<file path="src/mpcr_defines.vh">
// constants for the protected monitor configuration register bank
`ifndef MPCR_DEFINES_VH
`define MPCR_DEFINES_VH
// ==========================================
// register offsets
`define MPCR_ADDR_FEATURE 8'h40
`define MPCR_ADDR_IO 8'h41
`define MPCR_ADDR_OVLIM 8'h42
`define MPCR_ADDR_UNLOCK 8'h3a
`define MPCR_PROT_LO 8'h40
`define MPCR_PROT_HI 8'h4f
`define MPCR_UNLOCK_CODE 8'h35
`define MPCR_ZERO8 8'h00
// ==========================================
// field positions
`define MPCR_F_REF 5
`define MPCR_F_SRC 4
`define MPCR_F_CN_HI 3
`define MPCR_F_CN_LO 2
`define MPCR_F_PINMASK 7
`define MPCR_F_CRCDIS 0
`define MPCR_F_OVDIS 7
`define MPCR_F_OV_HI 5
`define MPCR_F_OV_LO 0
// ==========================================
// writable masks and reset values
`define MPCR_MASK_FEATURE 8'h3c
`define MPCR_MASK_IO 8'h81
`define MPCR_MASK_OVLIM 8'hbf
`define MPCR_RST_FEATURE 8'h00
`define MPCR_RST_IO 8'h00
`define MPCR_RST_OVLIM 8'h00
// ==========================================
// threshold scale, millivolts
`define MPCR_OV_BASE_MV 14'h07d0
`define MPCR_OV_STEP_MV 14'h0032
`define MPCR_OV_MAX_CODE 6'h3c
// ==========================================
// cell-count codes
`define MPCR_CN_SIX 2'h0
`define MPCR_CN_FIVE 2'h1
`define MPCR_CN_FOUR 2'h2
`define MPCR_CN_THREE 2'h3
`endif

</file>
<file path="src/mpcr_cell_mask.v">
// decodes the series-cell count into a per-cell enable mask
`include "mpcr_defines.vh"
`default_nettype none
module mpcr_cell_mask #(
    parameter CELLS = 6
) (
    // count code
    input wire [1:0] cell_code,
    // one bit per cell, cell 1 in bit 0
    output wire [CELLS-1:0] cell_enable
);
    // number of cells in use
    reg [3:0] used;
    always @* begin
        case (cell_code)
            `MPCR_CN_SIX: used = 4'h6;
            `MPCR_CN_FIVE: used = 4'h5;
            `MPCR_CN_FOUR: used = 4'h4;
            default: used = 4'h3;
        endcase
    end
    // one comparator per cell
    genvar i;
    generate
        for (i = 0; i < CELLS; i = i + 1) begin : g_cell
            assign cell_enable[i] = (i < used);
        end
    endgenerate
endmodule
`default_nettype wire

</file>
<file path="src/mpcr_regs.v">
// protected configuration register bank of a cell monitor
//
// Operation
// - bit 5 selects bandgap or 5 V reference
// - bit 4 selects external inputs or stack top
// - result scale follows selected source
// - bits 3:2 code six to three cells
// - pin mask clear: crc error sets flag, pin
// - pin mask set: crc error sets flag only
// - check disable clear: crc byte expected, appended
// - crc judged at chip select release
// - check disable set: no crc byte
// - bit 7 disables overvoltage detection
// - threshold 2 V plus 50 mV per code
// - protected writes need unlock code 0x35
// - unlock clears after any successful write except one to the unlock register
`include "mpcr_defines.vh"
`default_nettype none
module mpcr_regs #(
    parameter CELLS = 6
) (
    // clock, reset, enable
    input wire clk,
    input wire rst,
    input wire ce,
    // register access from the packet engine
    input wire wr_en,
    input wire rd_en,
    input wire [7:0] addr,
    input wire [7:0] wr_data,
    output reg [7:0] rd_data,
    output reg wr_done,
    // packet crc events
    input wire cs_release,
    input wire packet_crc_bad,
    input wire crc_flag_clear,
    // comparator inputs, cell 1 in bit 0
    input wire [CELLS-1:0] ov_raw,
    input wire [CELLS-1:0] uv_raw,
    // converter steering
    output reg aux_input_reference_select,
    output reg aux_input_source_select,
    output reg aux_result_scale_stack,
    // packet format
    output reg packet_check_disable,
    output reg crc_byte_expected,
    // fault reporting
    output reg crc_fault_flag,
    output reg fault_pin,
    output reg [CELLS-1:0] ov_fault,
    output reg [CELLS-1:0] uv_fault,
    // threshold
    output reg [13:0] ov_threshold_mv
);
    // ==========================================
    // storage
    reg [7:0] feature_setup; // source, reference, cell count
    reg [7:0] io_options; // pin mask, check disable
    reg [7:0] overvoltage_limit; // disable and threshold code
    reg [7:0] protected_write_unlock; // unlock code holder
    wire [CELLS-1:0] cell_enable; // cells in use
    wire [1:0] series_cell_count; // count code field
    wire [5:0] overvoltage_threshold_code; // raw code
    reg [5:0] code_sat; // saturated code
    wire in_prot; // address in protected range
    wire unlocked; // unlock code present
    wire write_ok; // write that lands
    wire crc_event; // crc error at release
    reg next_crc_fault_flag; // flag value for the next edge

    assign series_cell_count =
        feature_setup[`MPCR_F_CN_HI:`MPCR_F_CN_LO];
    assign overvoltage_threshold_code =
        overvoltage_limit[`MPCR_F_OV_HI:`MPCR_F_OV_LO];
    assign in_prot = (addr >= `MPCR_PROT_LO) && (addr <= `MPCR_PROT_HI);
    assign unlocked = (protected_write_unlock == `MPCR_UNLOCK_CODE);
    // protected range refuses writes while locked
    assign write_ok = wr_en && (!in_prot || unlocked);
    // error only counts when judged at release
    assign crc_event = cs_release && packet_crc_bad &&
        !io_options[`MPCR_F_CRCDIS];

    // cell count decode
    mpcr_cell_mask #(
        .CELLS(CELLS)
    ) u_mask (
        .cell_code(series_cell_count),
        .cell_enable(cell_enable)
    );

    // ==========================================
    // threshold saturation
    always @* begin
        if (overvoltage_threshold_code > `MPCR_OV_MAX_CODE) begin
            code_sat = `MPCR_OV_MAX_CODE;
        end else begin
            code_sat = overvoltage_threshold_code;
        end
    end

    // ==========================================
    // register writes and unlock handling
    always @(posedge clk) begin
        if (rst) begin
            feature_setup <= `MPCR_RST_FEATURE;
            io_options <= `MPCR_RST_IO;
            overvoltage_limit <= `MPCR_RST_OVLIM;
            protected_write_unlock <= `MPCR_ZERO8;
            wr_done <= 1'b0;
        end else if (ce) begin
            wr_done <= write_ok;
            if (write_ok) begin
                // any landed write closes the unlock, except a write to the unlock register, which stores its data
                protected_write_unlock <= `MPCR_ZERO8;
                // reserved bits are stored as zero
                if (addr == `MPCR_ADDR_FEATURE) begin
                    feature_setup <= wr_data & `MPCR_MASK_FEATURE;
                end else if (addr == `MPCR_ADDR_IO) begin
                    io_options <= wr_data & `MPCR_MASK_IO;
                end else if (addr == `MPCR_ADDR_OVLIM) begin
                    overvoltage_limit <= wr_data & `MPCR_MASK_OVLIM;
                end else if (addr == `MPCR_ADDR_UNLOCK) begin
                    protected_write_unlock <= wr_data;
                end
            end
        end
    end

    // ==========================================
    // read mux, unlock reads as zero
    always @(posedge clk) begin
        if (rst) begin
            rd_data <= `MPCR_ZERO8;
        end else if (ce && rd_en) begin
            if (addr == `MPCR_ADDR_FEATURE) begin
                rd_data <= feature_setup;
            end else if (addr == `MPCR_ADDR_IO) begin
                rd_data <= io_options;
            end else if (addr == `MPCR_ADDR_OVLIM) begin
                rd_data <= overvoltage_limit;
            end else begin
                // unlock, reserved and unmapped addresses
                rd_data <= `MPCR_ZERO8;
            end
        end
    end

    // ==========================================
    // crc fault flag and pin
    // next flag value, a fresh error beats a clear in the same cycle
    always @* begin
        if (crc_event) begin
            next_crc_fault_flag = 1'b1;
        end else if (crc_flag_clear) begin
            next_crc_fault_flag = 1'b0; // host clear
        end else begin
            next_crc_fault_flag = crc_fault_flag; // sticky
        end
    end

    // flag and pin registers move together
    always @(posedge clk) begin
        if (rst) begin
            crc_fault_flag <= 1'b0;
            fault_pin <= 1'b0;
        end else if (ce) begin
            crc_fault_flag <= next_crc_fault_flag;
            // mask bit keeps the pin quiet, the flag still records
            fault_pin <= next_crc_fault_flag &&
                !io_options[`MPCR_F_PINMASK];
        end
    end

    // ==========================================
    // converter steering and packet format
    always @(posedge clk) begin
        if (rst) begin
            aux_input_reference_select <= 1'b0; // bandgap
            aux_input_source_select <= 1'b0; // external inputs
            aux_result_scale_stack <= 1'b0; // external scale
            packet_check_disable <= 1'b0; // crc in use
            crc_byte_expected <= 1'b1; // crc byte present
        end else if (ce) begin
            aux_input_reference_select <= feature_setup[`MPCR_F_REF];
            aux_input_source_select <= feature_setup[`MPCR_F_SRC];
            // result scale tracks whichever source is muxed in
            aux_result_scale_stack <= feature_setup[`MPCR_F_SRC];
            packet_check_disable <= io_options[`MPCR_F_CRCDIS];
            crc_byte_expected <= !io_options[`MPCR_F_CRCDIS];
        end
    end

    // ==========================================
    // comparator masking
    always @(posedge clk) begin
        if (rst) begin
            ov_fault <= {CELLS{1'b0}};
            uv_fault <= {CELLS{1'b0}};
        end else if (ce) begin
            // detection off when disable bit set
            ov_fault <= overvoltage_limit[`MPCR_F_OVDIS] ?
                {CELLS{1'b0}} : (ov_raw & cell_enable);
            // cells above the configured count never report
            uv_fault <= uv_raw & cell_enable;
        end
    end

    // ==========================================
    // threshold in millivolts
    always @(posedge clk) begin
        if (rst) begin
            ov_threshold_mv <= `MPCR_OV_BASE_MV; // code zero
        end else if (ce) begin
            // linear scale, base plus one step per code
            ov_threshold_mv <= `MPCR_OV_BASE_MV +
                code_sat * `MPCR_OV_STEP_MV;
        end
    end
endmodule
`default_nettype wire

</file>
<file path="config.mk">
export PLATFORM = sky130hd
export DESIGN_NAME = mpcr_regs
export DESIGN_NICKNAME = d
export VERILOG_FILES = /design/src/mpcr_cell_mask.v /design/src/mpcr_regs.v
export VERILOG_INCLUDE_DIRS = /design/src
export SDC_FILE = /design/constraint.sdc
export NUM_CORES = 1
export LEC_CHECK = 0
export ABC_AREA = 0
export BUFFER_PORTS_ARGS = -buffer_cell sky130_fd_sc_hd__buf_4
export CAP_MARGIN = 10
export CORE_AREA = 2 2 79 81
export DETAILED_ROUTE_END_ITERATION = 10
export DIE_AREA = 0 0 81 83
export GPL_TIMING_DRIVEN = 0
export HOLD_SLACK_MARGIN = 0.08
export MAX_ROUTING_LAYER = met4
export PLACE_DENSITY_LB_ADDON = 0.15
export REMOVE_ABC_BUFFERS = 1
export SETUP_SLACK_MARGIN = 0.1
export SLEW_MARGIN = 10
export SYNTH_ARGS = -nofsm -noshare
export SYNTH_HDL_FRONTEND = slang
export SYNTH_SLANG_ARGS = --single-unit
</file>
<file path="constraint.sdc">
create_clock -name clk -period 4.4 [get_ports clk]
set_input_delay 1.1 -clock clk [delete_from_list [all_inputs] [get_ports clk]]
set_output_delay 1.1 -clock clk [all_outputs]
set_load 0.01 [all_outputs]
</file>
### Word-level counts from Yosys, hierarchy flattened

Index checks and enable logic that the tools add are counted.

| operators by class | value |
|---|---|
| magnitude comparators | 9 |
| reductions and logical operators | 15 |
| add/sub/neg operators | 1 |
| multipliers | 1 |
| multiplexer cells | 12 |
| bitwise gates (word level) | 4 |
| equality and inequality tests | 7 |

Operator list:

| kind | count |
|---|---|
| $mux W8 | 7 |
| $eq A8 B7 Y1 const B | 3 |
| $eq A8 B6 Y1 const B | 2 |
| $add A11 B12 Y13 const A | 1 |
| $and A6 B6 Y6 | 2 |
| $mux W6 | 2 |
| $mul A6 B5 Y11 const B | 1 |
| $pmux W3 S3 | 1 |
| $ge A8 B7 Y1 const B | 1 |
| $le A8 B7 Y1 const B | 1 |
| $gt A6 B6 Y1 const B | 1 |
| $logic_and A1 B1 Y1 | 6 |
| $lt A1 B3 Y1 const A | 2 |
| $lt A2 B3 Y1 const A | 2 |
| $lt A3 B3 Y1 const A | 2 |
| $reduce_and A5 Y1 | 1 |
| $reduce_and A4 Y1 | 1 |
| $logic_not A1 Y1 | 3 |
| $reduce_and A3 Y1 | 1 |
| $eq A2 B1 Y1 const B | 1 |
| $eq A2 B2 Y1 const B | 1 |
| $logic_not A2 Y1 | 1 |
| $mux W1 | 2 |
| $not A1 Y1 | 2 |
| other kinds (2) | 2 |

| word-level totals | value |
|---|---|
| word-level logic and storage cells | 64 |
| register bits | 62 |
| bits of input ports | 36 |
| output and inout bits | 42 |

### Logic depth before layout (Yosys ltp)

Gate-level depths: netlist of the first run.

| logic depth | value |
|---|---|
| depth after elaboration | 6 |
| mapped depth | 12 |
| mapped depth without buffers | 12 |

### Cells and area by module

A second synthesis of the first run with hierarchy kept.

| second synthesis, totals | value |
|---|---|
| cell total of the unflattened synthesis | 350 |
| area total of the unflattened synthesis | 3,089.2 sq um |

By module, submodules not included:

| module | area each (sq um) | instances | cells an instance | seq. area each (sq um) |
|---|---|---|---|---|
| mpcr_regs | 3,010.4 | 1 | 339 | 1,181.1 |
| mpcr_cell_mask | 78.8 | 1 | 11 | 0.0 |

### Least setup slack after synthesis of the first run

No wires, ideal clock.

| timing | value |
|---|---|
| path kind | register to register |
| start | register overvoltage_limit[3] |
| end | register ov_threshold_mv[11] |
| arrival time | 3.239 ns |
| path buffers | 0 |
| library setup time | 0.091 ns |
| clock period less this slack | 3.330 ns |
| stages on the path, launching flop included | 13 |
| path slack | 1.070 ns |
| data required time | 4.309 ns |
| cells stage by stage | dfxtp_1 > ha_1 > nand2_1 > and3_1 > nor2_1 > ha_1 > ha_1 > fa_1 > a211oi_1 > or4b_2 > nand3_1 > a311o_1 > a311oi_1 |

| between the ends | value |
|---|---|
| word-level cells in the longest chain between the ends | 4 |

Ends and longest elaborated chain:

| element | line | source |
|---|---|---|
| start, declared | mpcr_regs.v:59 | `reg [7:0] overvoltage_limit;` |
| start signal, assigned | mpcr_regs.v:107 | `` overvoltage_limit <= `MPCR_RST_OVLIM; `` |
| start signal, assigned | mpcr_regs.v:121 | `` overvoltage_limit <= wr_data & `MPCR_MASK_OVLIM; `` |
| $gt A6 B6 Y1 (no line) | -- |  |
| $mux W6 * | mpcr_regs.v:94 | `` if (overvoltage_threshold_code > `MPCR_OV_MAX_CODE) begin `` |
| $mul A6 B5 Y11 (no line) * | -- |  |
| $add A11 B12 Y13 (no line) * | -- |  |
| end signal, assigned | mpcr_regs.v:212 | `` ov_threshold_mv <= `MPCR_OV_BASE_MV; `` |
| end signal, assigned | mpcr_regs.v:215 | `` ov_threshold_mv <= `MPCR_OV_BASE_MV + `` |
| end, declared | mpcr_regs.v:53 | `output reg [13:0] ov_threshold_mv` |

Mark *: on every way between the ends. The rest lies on a longest branch, timed or not.
A chain may end at the register's enable or synchronous reset.

### Worst setup path after layout of the first run

Ends and elaborated chain as after synthesis.

==> results of run 1 <==
worst reg2reg max path, stage by stage, from the launching register on:
cell,delay (ns)
sky130_fd_sc_hd__dfxtp_1,0.45
sky130_fd_sc_hd__ha_1,0.32
sky130_fd_sc_hd__nand2_1,0.16
sky130_fd_sc_hd__and3_1,0.23
sky130_fd_sc_hd__nor2_1,0.10
sky130_fd_sc_hd__ha_1,0.24
sky130_fd_sc_hd__ha_1,0.32
sky130_fd_sc_hd__fa_1,0.47
sky130_fd_sc_hd__a211oi_1,0.42
sky130_fd_sc_hd__or4b_2,0.21
sky130_fd_sc_hd__nand3_1,0.13
sky130_fd_sc_hd__a311o_1,0.37
sky130_fd_sc_hd__a311oi_1,0.19
cell type report:
cell class / instances / share of cell area [%]
Multi-Input combinational cell: 253 / 44.8
Sequential cell: 59 / 30.7
Timing Repair Buffer: 74 / 14.4
Clock buffer: 11 / 3.42
Clock inverter: 5 / 3.25
Tap cell: 75 / 2.44
Inverter: 10 / 0.976
report_power, final:
part / switching [uW] / internal (uW) / total [uW]
logic: 49.0 / 44.6 / 93.6
clock network: 210 / 433 / 643
registers: 5.27 / 544 / 549
total: 264 / 1020 / 1290
flip-flops by register name, summed over array words and instances, names as in the netlist:
register                    count
feature_setup                   4
io_options                      2
rd_data                         7
fault_pin                       1
aux_result_scale_stack          1
uv_fault                        6
crc_byte_expected               1
aux_input_reference_select      1
ov_threshold_mv                12
protected_write_unlock          8
wr_done                         1
overvoltage_limit               7
ov_fault                        6
crc_fault_flag                  1
packet_check_disable            1
layout by cell type (no fill, tap or decap), types with 4 or more instances in the layout:
| cell | n |
|---|---|
| sky130_fd_sc_hd__a21oi_1 | 20 |
| sky130_fd_sc_hd__a22oi_1 | 17 |
| sky130_fd_sc_hd__a311oi_1 | 4 |
| sky130_fd_sc_hd__buf_4 | 74 |
| sky130_fd_sc_hd__bufinv_16 | 4 |
| sky130_fd_sc_hd__clkbuf_8 | 9 |
| sky130_fd_sc_hd__dfxtp_1 | 59 |
| sky130_fd_sc_hd__ha_1 | 24 |
| sky130_fd_sc_hd__inv_1 | 9 |
| sky130_fd_sc_hd__mux2i_1 | 22 |
| sky130_fd_sc_hd__nand2_1 | 18 |
| sky130_fd_sc_hd__nand2b_1 | 5 |
| sky130_fd_sc_hd__nand3_1 | 9 |
| sky130_fd_sc_hd__nor2_1 | 62 |
| sky130_fd_sc_hd__nor3_1 | 7 |
| sky130_fd_sc_hd__o211ai_1 | 4 |
| sky130_fd_sc_hd__o21ai_0 | 6 |
| sky130_fd_sc_hd__xor2_1 | 5 |
worst min-delay path by stage:
stage / cells after the start / from / endpoint
after global routing: 1 / ov_threshold_mv[6] / ov_threshold_mv[6]
final: 2 / uv_fault[3] / uv_fault[3]
after detailed placement: 2 / uv_fault[3] / uv_fault[3]
after floorplan: 2 / protected_write_unlock[0] / protected_write_unlock[0]
after global placement: 2 / uv_fault[3] / uv_fault[3]
after CTS: 2 / uv_fault[3] / uv_fault[3]
metrics by stage:
stage          instances  util (%)  setup slack, ns
6_report             487      66.1            0.693
5_1_grt              487      66.1            0.289
4_1_cts              487      66.1            0.674
3_5_place_dp         471      61.7            0.698
3_3_place_gp         471      61.7            0.725
2_1_floorplan        322         -             1.07
logic make-up after synthesis:
| group | after synthesis | share of synthesized area, % |
|---|---|---|
| flops | 59 | 38.9 |
| simple gates | 126 | 20.6 |
| xor+xnor | 7 | 2.02 |
| other cells | 1 | 0.124 |
| buf+inv | 32 | 4.54 |
| mux | 22 | 7.26 |
| fa+ha+maj | 25 | 10.6 |
| compound gates | 70 | 15.9 |
layer usage:
layer	part of all wire (%)	GRT usage (%)	vias up
met2	47	34.7	84
met1	46	29.0	1232
met4	1.3	8.63	0
met3	6.2	4.46	10
met5	0	-	-
li1	-	-	1353
==> impl_summary.md, run 1 <==
Run status
The run finished with clean final reports.

Pwr
Overall power consumption after layout is estimated at 1290 uW. In this run the static leakage power is 0.00171 uW. The maximum VDD drop is 0.239 mV.

In this run the power density over the cells is 334 nW/um^2.

Clock tree
The clock insertion delay at the later pin of the skew report is 0.33 ns. The number of clock buffers inserted by TritonCTS is 9. TritonCTS built the clock tree. After clock tree synthesis, the clock-pin slew on the worst setup and hold paths is 0.07 ns. The number of hold-repair buffers added at the cts stage is 0. The post-CTS resize count is 0. The level count of the clock H-tree is 3. The buffer cell driving the clock tree root is sky130_fd_sc_hd__clkbuf_8. Counting every sink on the clock net gives 59. The maximum buffer depth of the clock tree is 2. Once the clock tree was built, the setup fixing pass inserted 0 buffers.

STA
The share of the clock period used by the worst path after layout is 84.2%. The setup total negative slack is 0 ns. The slew at the pin closest to its max-slew limit is 0.922 ns.

Setup violations remaining at the end of the flow were counted as 0. Static timing analysis puts the maximum clock frequency at 0.270 GHz. Hold is met by 0.463 ns.

The max-slew violation count is 0. Setup repair after global routing left no endpoint under its margin. Clock skew on the completed layout was measured at 0.00411 ns. The number of failing hold endpoints at the final stage came to 0.

After layout, the minimum clock period comes to 3.71 ns. The normalized max-slew margin is 38.0%.

Die
Measured along the y axis, the die boundary spans 83 um. The total I/O pin count is 78. The width of the die is 81 um. The floorplan has 28 rows. For this configuration, the core starts out at a cell density of 52.2%. The area of the die is 6720 sq um. The total area inside the core boundary comes to 5820 sq um.

Worst setup path
The critical path start-end classification is reg2reg. In this run the critical register-to-register path is captured at ov_threshold_mv[11]. The cell class contributing the biggest share of worst-path delay is adder cells. The count of cells along the worst register-to-register path is 12. The biggest fanout along the worst timing path is 7. The slowest stage of the critical path belongs to the cell sky130_fd_sc_hd__fa_1. The kind of launch point of the worst setup path is a register. The critical path ends at ov_threshold_mv[11]. For this run, the slowest stage of the critical path takes 0.47 ns. STA puts the critical path data arrival time at 3.95 ns.

The total number of cells along the worst setup path is 12. By instance count, the cell type seen most on the critical path is sky130_fd_sc_hd__ha_1. The signal on the critical path passes through ha_1 > nand2_1 > and3_1 > nor2_1 > ha_1 > ha_1 > fa_1 > a211oi_1 > or4b_2 > nand3_1 > a311o_1 > a311oi_1. The worst path required time is 4.64 ns. The origin of the worst setup path is overvoltage_limit[3]. The number of buffer and inverter instances along the worst setup path is 0. The startpoint identified for the worst register-to-register timing path is overvoltage_limit[3]. STA classifies the critical path endpoint as a register. For flop-to-flop paths, the worst setup slack is 0.69 ns.

Global routing
The via count of the first global-routing pass is 2,542. The first global-routing pass estimated 11.7 mm of wire. Global routing finished with a remaining overflow of 0. The initial antenna violation count was 0. The maximum number of pins on one net before global-route repair is 61. Global routing used 22.5% of the available tracks.

Routing
The total via count in the routed design is 2,679. The total wire length is 6.86 mm. After detailed routing, the number of vias per cell comes to 5.50. The number of design rule violations left after detail routing is 0. The count of TritonRoute iterations in the first routing pass is 5. The detail-routed net length per standard cell is 14.1 um. The first routing iteration left 105 violations. The number of nets with antenna violations after routing is 0.

Logic synthesis
The average cell area after synthesis is 8.87 sq um. Ranked by instance count, the synthesized netlist is headed by sky130_fd_sc_hd__nor2_1, sky130_fd_sc_hd__dfxtp_1, sky130_fd_sc_hd__ha_1, sky130_fd_sc_hd__mux2i_1, sky130_fd_sc_hd__a21oi_1. The netlist area before placement is 3030 sq um. For this run, the number of Yosys warnings is 0. For this run, the register share of the synthesized area comes to 38.9%. In the post-synthesis netlist, the cell with the most instances is sky130_fd_sc_hd__nor2_1. Counting flops with a built-in enable in the synthesized netlist gives 0. The area share of the largest cell type after synthesis is 38.9%. The gate count of the mapped netlist is 342. The share of flip-flops with an asynchronous set or reset is 0%. Among all flip-flop cells after synthesis, the most frequent one is sky130_fd_sc_hd__dfxtp_1. The largest total area in the synthesized netlist belongs to sky130_fd_sc_hd__dfxtp_1. After synthesis, the netlist uses 50 different library cells.

In this run, synthesis produced a sequential element count of 59. Yosys attributes the largest share of cell area to sky130_fd_sc_hd__dfxtp_1, sky130_fd_sc_hd__ha_1, sky130_fd_sc_hd__nor2_1, sky130_fd_sc_hd__mux2i_1, sky130_fd_sc_hd__a22oi_1.

Finish
The sequential cells in the finished layout cover a total of 1180 sq um. Relative to the synthesized area, the layout overhead comes to 26.8%. The ratio of cells with drive above 1 in the final layout is 23.8%. The multi-input logic area is 1720 sq um. The repair_antennas step left the layout with diodes totalling 0. The finished cells cover 3850 sq um. At the end of the flow, the number of nets in the layout was 468. The number of filler instances in the final layout is 510.

Place
The routability-driven placement congestion ratio is 0.839. The HPWL after detailed placement is 4.88 mm. The count of buffers added on input and output ports is 74.

The placed cell area is 3590 sq um.

Worst hold path
The min-delay analysis places its worst path in the category reg2reg.

Job
The number of max-capacitance violations reported is 0.
No activity file was read; power rests on OpenSTA's default activity.
==> run 2: changes to the inputs <==
--- a/config.mk
+++ b/config.mk
@@ -9,9 +9,9 @@
 export ABC_AREA = 0
 export BUFFER_PORTS_ARGS = -buffer_cell sky130_fd_sc_hd__buf_4
 export CAP_MARGIN = 10
-export CORE_AREA = 2 2 79 81
+export CORE_AREA = 2 2 83 85
 export DETAILED_ROUTE_END_ITERATION = 10
-export DIE_AREA = 0 0 81 83
+export DIE_AREA = 0 0 85 87
 export GPL_TIMING_DRIVEN = 0
 export HOLD_SLACK_MARGIN = 0.08
 export MAX_ROUTING_LAYER = met4
==> constraint.sdc (replaced) <==
create_clock -name clk -period 3.2 [get_ports clk]
set_input_delay 0.8 -clock clk [delete_from_list [all_inputs] [get_ports clk]]
set_output_delay 0.8 -clock clk [all_outputs]
set_load 0.01 [all_outputs]
==> run 2 against run 1 <==
  * The flow now finishes with violations (setup timing)
  * Register-to-register slack worse by 0.70 ns
  * Largest cell class unchanged
  * Count of clock-buffer cells in the layout shrank 2
  * Via count is 4.7% higher
  * Critical endpoint unchanged
==> impl_summary.md, run 2 (same netlist as run 1, synthesis figures left out) <==
Die
The area of the die is 7400 sq um (was 6720 sq um). The number of rows created at floorplan is 30 (was 28). The total I/O pin count is 78 (unchanged). The area of the core is 6570 sq um (was 5820 sq um). The effective utilization at floorplan came to 46.2% (was 52.2%). The width of the die is 85 um (was 81 um).

The die outline height is 87 um (was 83 um).

STA
RSZ-0062 raised after global routing: yes (was no). The share of the clock period used by the worst path after layout is 100% (was 84.2%). The max-slew violation count came to 0 (unchanged). The final period demand of the worst path is 3.21 ns (was 3.71 ns). The highest clock rate is 0.312 GHz (was 0.270 GHz). The worst slack on hold paths is 0.463 ns (about the same). The setup total negative slack was -0.00630 ns (was 0 ns). The number of failing hold endpoints at the final stage is 0 (unchanged).

The slew at the pin closest to its max-slew limit is 0.948 ns (was 0.922 ns). The largest clock skew in the final design was 0.00854 ns (was 0.00411 ns). The setup slack of the critical path after layout is -0.00630 ns (was 0.693 ns).

The final setup violation count is 1 (was 0). The normalized max-slew margin came to 36.3% (was 38.0%).

Routing
The met1 wire length came to 3.45 mm (was 3.12 mm). The number of design rule violations left after detail routing is 0 (unchanged). The total wire length is 7.73 mm (was 6.86 mm).

The uppermost signal routing layer after detailed routing is met4 (unchanged). The total via count in the routed design came to 2,805 (was 2,679). The number of vias per cell is 5.51 (was 5.50). The met2 wire length is 3.68 mm (was 3.22 mm). The detail-routed net length per standard cell was 15.2 um (was 14.1 um).

The initial detailed-routing violation count was 109 (was 105). The total length of routed met3 wires came to 388 um (was 427 um). The count of TritonRoute iterations in the first routing pass is 4 (was 5). The number of nets with antenna violations after routing is 0 (unchanged).

Global routing
The via count of the first global-routing pass is 2,495 (was 2,542). The all-layer global routing usage was 20.8% (was 22.5%). The initial antenna violation count is 0 (unchanged). The maximum number of pins on one net before global-route repair is 61 (unchanged). The wire length of the first global-routing pass is 11.8 mm (was 11.7 mm). The remaining global-route overflow is 0 (unchanged).

Worst setup path
The kind of launch point of the worst setup path is a register (unchanged). The cell class contributing the biggest share of worst-path delay is compound AO/OA/AOI/OAI gates (was adder cells). The critical path start-end classification is reg2reg (unchanged). The biggest fanout along the worst timing path is 5 (was 7).

The worst endpoint data arrival time came to 3.41 ns (was 3.95 ns). The cell at the slowest stage of the critical path is sky130_fd_sc_hd__a2111oi_2 (was sky130_fd_sc_hd__fa_1). The worst path required time is 3.40 ns (was 4.64 ns). The kind of capture point of the worst setup path is a register (unchanged). Critical path cell sequence: ha_4 > a311oi_2 > nor2_1 > ha_1 > ha_4 > fa_2 > a211oi_4 > o211ai_1 > a2111oi_2 > a311o_1 > a311oi_2 (was ha_1 > nand2_1 > and3_1 > nor2_1 > ha_1 > ha_1 > fa_1 > a211oi_1 > or4b_2 > nand3_1 > a311o_1 > a311oi_1). The number of buffer and inverter instances along the worst setup path is 0 (unchanged).

The peak per-stage delay on the critical path was 0.43 ns (was 0.47 ns).

Clock tree
The buffer cell driving the clock tree root was sky130_fd_sc_hd__clkbuf_8 (unchanged). The clock insertion delay at the later pin of the skew report is 0.34 ns (was 0.33 ns). The number of clock buffers inserted by TritonCTS was 9 (unchanged). The level count of the clock H-tree is 3 (unchanged). The number of sinks handled by clock tree synthesis came to 59 (unchanged). The TritonCTS clock tree is yes (unchanged). The clock slew at the register clock pins of the worst setup and hold paths was 0.08 ns (was 0.07 ns). The maximum buffer depth of the clock tree was 2 (unchanged). The number of hold-repair buffers added at the cts stage came to 0 (unchanged).

Place
The count of input and output buffers is 74 (unchanged). The placed cell area is 3600 sq um (was 3590 sq um). The total half-perimeter wirelength after legalization and detailed placement is 4.83 mm (was 4.88 mm). The routability-driven placement congestion ratio came to 0.795 (was 0.839).

Job
The number of max-capacitance violations reported came to 0 (unchanged).

Finish
Most frequent cells in the layout: sky130_fd_sc_hd__buf_4, sky130_fd_sc_hd__nor2_1, sky130_fd_sc_hd__dfxtp_1 (unchanged). The top register by number of flip-flops is ov_threshold_mv (unchanged). The growth of design area from synthesis to finish is 40.8% (was 26.8%). The final net count is 485 (was 468). The most common library cell in the layout ignoring fill and taps is sky130_fd_sc_hd__buf_4 (unchanged).

Largest regs: ov_threshold_mv x12, protected_write_unlock x8 (unchanged). The ratio of cells with drive above 1 in the final layout is 35.7% (was 23.8%). The number of inserted diodes came to 0 (unchanged). The flip-flop count of the largest register, all copies and words added is 12 (unchanged). The final instance area is 4270 sq um (was 3850 sq um).

Run status
The checks that failed: setup timing. Result of the run: complete, but fails checks (was finished, final reports clean).

Pwr
The part of the power in combinational logic is 8.0% (was 7.3%). The leakage component of the power is 0.00179 uW (was 0.00171 uW). The fraction of power consumed by sequential logic is 45.6% (was 42.7%). The fraction of power spent switching nets is 24.1% (was 20.5%). The internal portion of total power was 1250 uW (was 1020 uW). The reported net switching power is 397 uW (was 264 uW). The maximum VDD drop is 0.267 mV (was 0.239 mV). The clock share of power is 46.5% (was 50.0%). The power density over the cells is 386 nW/um^2 (was 334 nW/um^2).

Worst hold path
The class of the most critical hold timing path was reg2reg (unchanged).
==> run 2: worst paths after layout <==
path,startpoint,end,slack [ns],cells after the start
worst max-delay path,overvoltage_limit[4],ov_threshold_mv[11],-0.006,11
worst min-delay path,uv_fault[4],uv_fault[4],0.46,2
worst max register to register,overvoltage_limit[4],ov_threshold_mv[11],-0.006,11
worst min register to register,uv_fault[4],uv_fault[4],0.46,2
==> run 2: worst min-delay path, cell delays in order (launching register included) <==
cell,delay [ns]
sky130_fd_sc_hd__dfxtp_1,0.31
sky130_fd_sc_hd__nand2_1,0.06
sky130_fd_sc_hd__a21oi_1,0.05
==> run 2: repair_timing <==
| action | CTS | global route |
|---|---|---|
| buffers inserted | 6 | 11 |
| endpoints found under the setup margin | 5 | 6 |
| pin swaps | 8 | 15 |
| gates resized for setup | 34 | 24 |
==> run 2: layout make-up <==
cell class,instances,area [sq um]
tap,80,100
timing repair buffer,91,694
clock inverter,7,101
multi-input combinational,253,2010
inverter,10,37.5
sequential,59,1200
fill,563,2300
clock buffer,9,124
==> run 2: layer usage <==
metal / track usage [%] / up-vias
met5: - / -
met4: 9.09 / 0
met3: 4.36 / 21
met2: 32.7 / 95
met1: 25.9 / 1307
li1: - / 1382
==> run 2: stage by stage <==
| stage | worst slack (ns) | instances | total power (uW) | util (%) |
|---|---|---|---|---|
| 6_report | -0.00630 | 509 | 1650 | 65.0 |
| 4_1_cts | 0.0898 | 498 | 1660 | 61.4 |
| 3_5_place_dp | -0.554 | 476 | 901 | 54.7 |
| 5_1_grt | -0.136 | 509 | 1710 | 65.0 |
| 2_1_floorplan | -0.130 | 322 | 816 | - |
| 3_3_place_gp | -0.474 | 476 | 899 | 54.7 |
==> run 2: power by group through the flow <==
| stage | clock network, uW | registers, uW | logic, uW |
|---|---|---|---|
| finish | 765 | 750 | 131 |
| global route | 813 | 752 | 144 |
| CTS | 778 | 751 | 130 |
| detailed placement | 0 | 772 | 129 |
| global placement | 0 | 771 | 128 |
| floorplan | 0 | 777 | 38.2 |
==> run 3: changes to the inputs <==
==> constraint.sdc (replaced) <==
create_clock -name clk -period 3.2 [get_ports clk]
set_input_delay 0.32 -clock clk [delete_from_list [all_inputs] [get_ports clk]]
set_output_delay 0.32 -clock clk [all_outputs]
set_load 0.01 [all_outputs]
==> run 3 against run 2 <==
  * The run still ends with setup timing left
  * Combinational power barely moved
  * Setup slack got worse by 0.0024 ns
  * Final cell count stayed put
  * Wire length about the same
  * Sequential power is essentially flat
  * Critical endpoint unchanged
  * Largest power group unchanged
  * Highest routed layer unchanged
==> impl_summary.md, run 3 (same netlist as run 1, synthesis figures left out) <==
STA
The max-slew violation count came to 0 (unchanged). RSZ-0062 raised after global routing: yes (unchanged). The final setup violation count is 1 (unchanged). The number of failing hold endpoints at the final stage is 0 (unchanged). The highest clock rate is 0.312 GHz (about the same). The largest clock skew in the final design was 0.00827 ns (was 0.00854 ns). The slew at the pin closest to its max-slew limit is 0.945 ns (was 0.948 ns). The setup slack of the critical path after layout is -0.00874 ns (was -0.00630 ns). The final period demand of the worst path is 3.21 ns (about the same). The normalized max-slew margin is 36.5% (was 36.3%).

The share of the clock period used by the worst path after layout is 100% (about the same).

Global routing
The global routing met2 resource utilization is 32.7% (unchanged). The initial antenna violation count is 0 (unchanged). The maximum number of pins on one net before global-route repair is 61 (unchanged). The wire length of the first global-routing pass is 11.8 mm (unchanged). The met3 layer usage reported by global route is 4.36% (unchanged). The all-layer global routing usage is 20.8% (unchanged). The global-route layer with the greatest usage is met2 (unchanged). The routing usage on met1 is 25.9% (unchanged).

The remaining global-route overflow is 0 (unchanged). The via count of the first global-routing pass was 2,495 (unchanged).

Finish
The most common library cell in the layout ignoring fill and taps is sky130_fd_sc_hd__buf_4 (unchanged). Largest regs: ov_threshold_mv x12, protected_write_unlock x8 (unchanged). The number of inserted diodes is 0 (unchanged). The core occupancy in the finished layout came to 64.9% (was 65.0%).

The final net count is 485 (unchanged). The growth of design area from synthesis to finish came to 40.6% (was 40.8%). The ratio of cells with drive above 1 in the final layout is 35.4% (was 35.7%).

The flip-flop count of the largest register, all copies and words added came to 12 (unchanged). Most frequent cells in the layout: sky130_fd_sc_hd__buf_4, sky130_fd_sc_hd__nor2_1, sky130_fd_sc_hd__dfxtp_1 (unchanged). The number of filler instances in the final layout is 563 (unchanged). The top register by number of flip-flops was ov_threshold_mv (unchanged).

Routing
The total wire length was 7.73 mm (about the same). The detail-routed net length per standard cell is 15.2 um (about the same). The number of design rule violations left after detail routing came to 0 (unchanged).

The number of nets with antenna violations after routing is 0 (unchanged). The total via count in the routed design is 2,797 (was 2,805). The initial detailed-routing violation count came to 109 (unchanged). The count of TritonRoute iterations in the first routing pass came to 4 (unchanged). The number of vias per cell came to 5.50 (was 5.51).

Worst setup path
The worst path required time is 3.41 ns (was 3.40 ns). The cell at the slowest stage of the critical path is sky130_fd_sc_hd__a2111oi_2 (unchanged). Critical path cell sequence: ha_4 > a311oi_2 > nor2_1 > ha_1 > ha_4 > fa_2 > a211oi_4 > o211ai_1 > a2111oi_2 > a311o_1 > a311oi_2 (unchanged). The biggest fanout along the worst timing path is 5 (unchanged). The kind of capture point of the worst setup path is a register (unchanged). The worst endpoint data arrival time came to 3.41 ns (about the same). The peak per-stage delay on the critical path was 0.43 ns (about the same). The kind of launch point of the worst setup path is a register (unchanged). The critical path start-end classification is reg2reg (unchanged).

Clock tree
The level count of the clock H-tree was 3 (unchanged). The number of clock buffers inserted by TritonCTS is 9 (unchanged). The maximum buffer depth of the clock tree is 2 (unchanged). The number of sinks handled by clock tree synthesis is 59 (unchanged).

The clock insertion delay at the later pin of the skew report is 0.35 ns (was 0.34 ns). The buffer cell driving the clock tree root is sky130_fd_sc_hd__clkbuf_8 (unchanged). The number of hold-repair buffers added at the cts stage is 0 (unchanged). The TritonCTS clock tree is yes (unchanged). The clock slew at the register clock pins of the worst setup and hold paths is 0.08 ns (about the same).

Place
The routability-driven placement congestion ratio is 0.795 (unchanged). The total half-perimeter wirelength after legalization and detailed placement is 4.83 mm (unchanged). The count of input and output buffers is 74 (unchanged).

The placement-stage worst setup slack is -0.554 ns (unchanged).

Pwr
The sum of internal, switching and leakage power is 1650 uW (about the same). The power density over the cells came to 386 nW/um^2 (about the same). The maximum VDD drop is 0.267 mV (about the same). The leakage component of the power was 0.00179 uW (about the same).

Run status
Result of the run: complete, but fails checks (unchanged). Failing checks: setup timing (unchanged).

Die
The number of rows created at floorplan is 30 (unchanged). The area of the core is 6570 sq um (unchanged). The width of the die is 85 um (unchanged). The effective utilization at floorplan is 46.2% (unchanged). The total I/O pin count is 78 (unchanged).

The area of the die was 7400 sq um (unchanged). The die outline height is 87 um (unchanged).

Worst hold path
The class of the most critical hold timing path is in2reg (was reg2reg).

Job
The number of max-capacitance violations reported is 0 (unchanged).
==> run 3: cell count changes in the layout (fill, tap and decap cells not counted) <==
cell,before,now
sky130_fd_sc_hd__nor4_1,0,1
sky130_fd_sc_hd__nor4_2,2,1
==> run 3: layout make-up <==
cell class              instances  area [sq um]  share of cell area, %
well taps                      80           100                   2.35
clock buffers                   9           124                   2.90
flip-flops and latches         59          1200                   28.2
clock inverters                 7           101                   2.38
inverters                      10          37.5                  0.880
repair buffers                 91           694                   16.3
multi-input cells             253          2010                   47.0
==> run 3: power breakdown <==
| part | internal (uW) | switching, uW | total [uW] |
|---|---|---|---|
| clock network | 444 | 321 | 765 |
| registers | 743 | 7.11 | 750 |
| logic | 62.1 | 68.3 | 130 |
| total | 1250 | 396 | 1650 |
==> run 3: worst paths after layout <==
kind,startpoint,endpoint,slack [ns],depth (start not counted)
setup / recovery,overvoltage_limit[4],ov_threshold_mv[11],-0.009,11
hold / removal,ov_raw[2],ov_fault[2],0.20,3
setup reg to reg,overvoltage_limit[4],ov_threshold_mv[11],-0.009,11
hold reg to reg,uv_fault[4],uv_fault[4],0.46,2
==> run 3: critical path: cells and delay by family, from the launching register on <==
kind,cells,cell delay (ns)
AO/OA/AOI/OAI,6,1.45
adder cells (fa/ha/maj),4,1.16
flip-flops,1,0.37
AND/OR/NAND/NOR,1,0.09
==> run 3: metrics by stage <==
stage	instances	TNS, ns	hold slack, ns	area, sq um
2_1_floorplan	322	-0.130	0.389	2940
3_3_place_gp	476	-1.54	0.451	3600
3_5_place_dp	476	-1.81	0.453	3600
4_1_cts	498	0	0.195	4030
5_1_grt	509	-0.199	0.192	4260
6_report	509	-0.00874	0.201	4260
==> run 3: what timing repair did <==
action,CTS,global route
pin swaps,8,15
gates resized for setup,34,23
setup buffers,6,11
endpoints found under the setup margin,5,5
==> run 3: metal layers <==
metal,part of all wire [%],wire (um),vias to the layer above
li1,-,-,1383
met1,44,3390,1298
met2,48,3700,96
met3,5.5,423,20
met4,2.7,212,0
met5,0,0,-
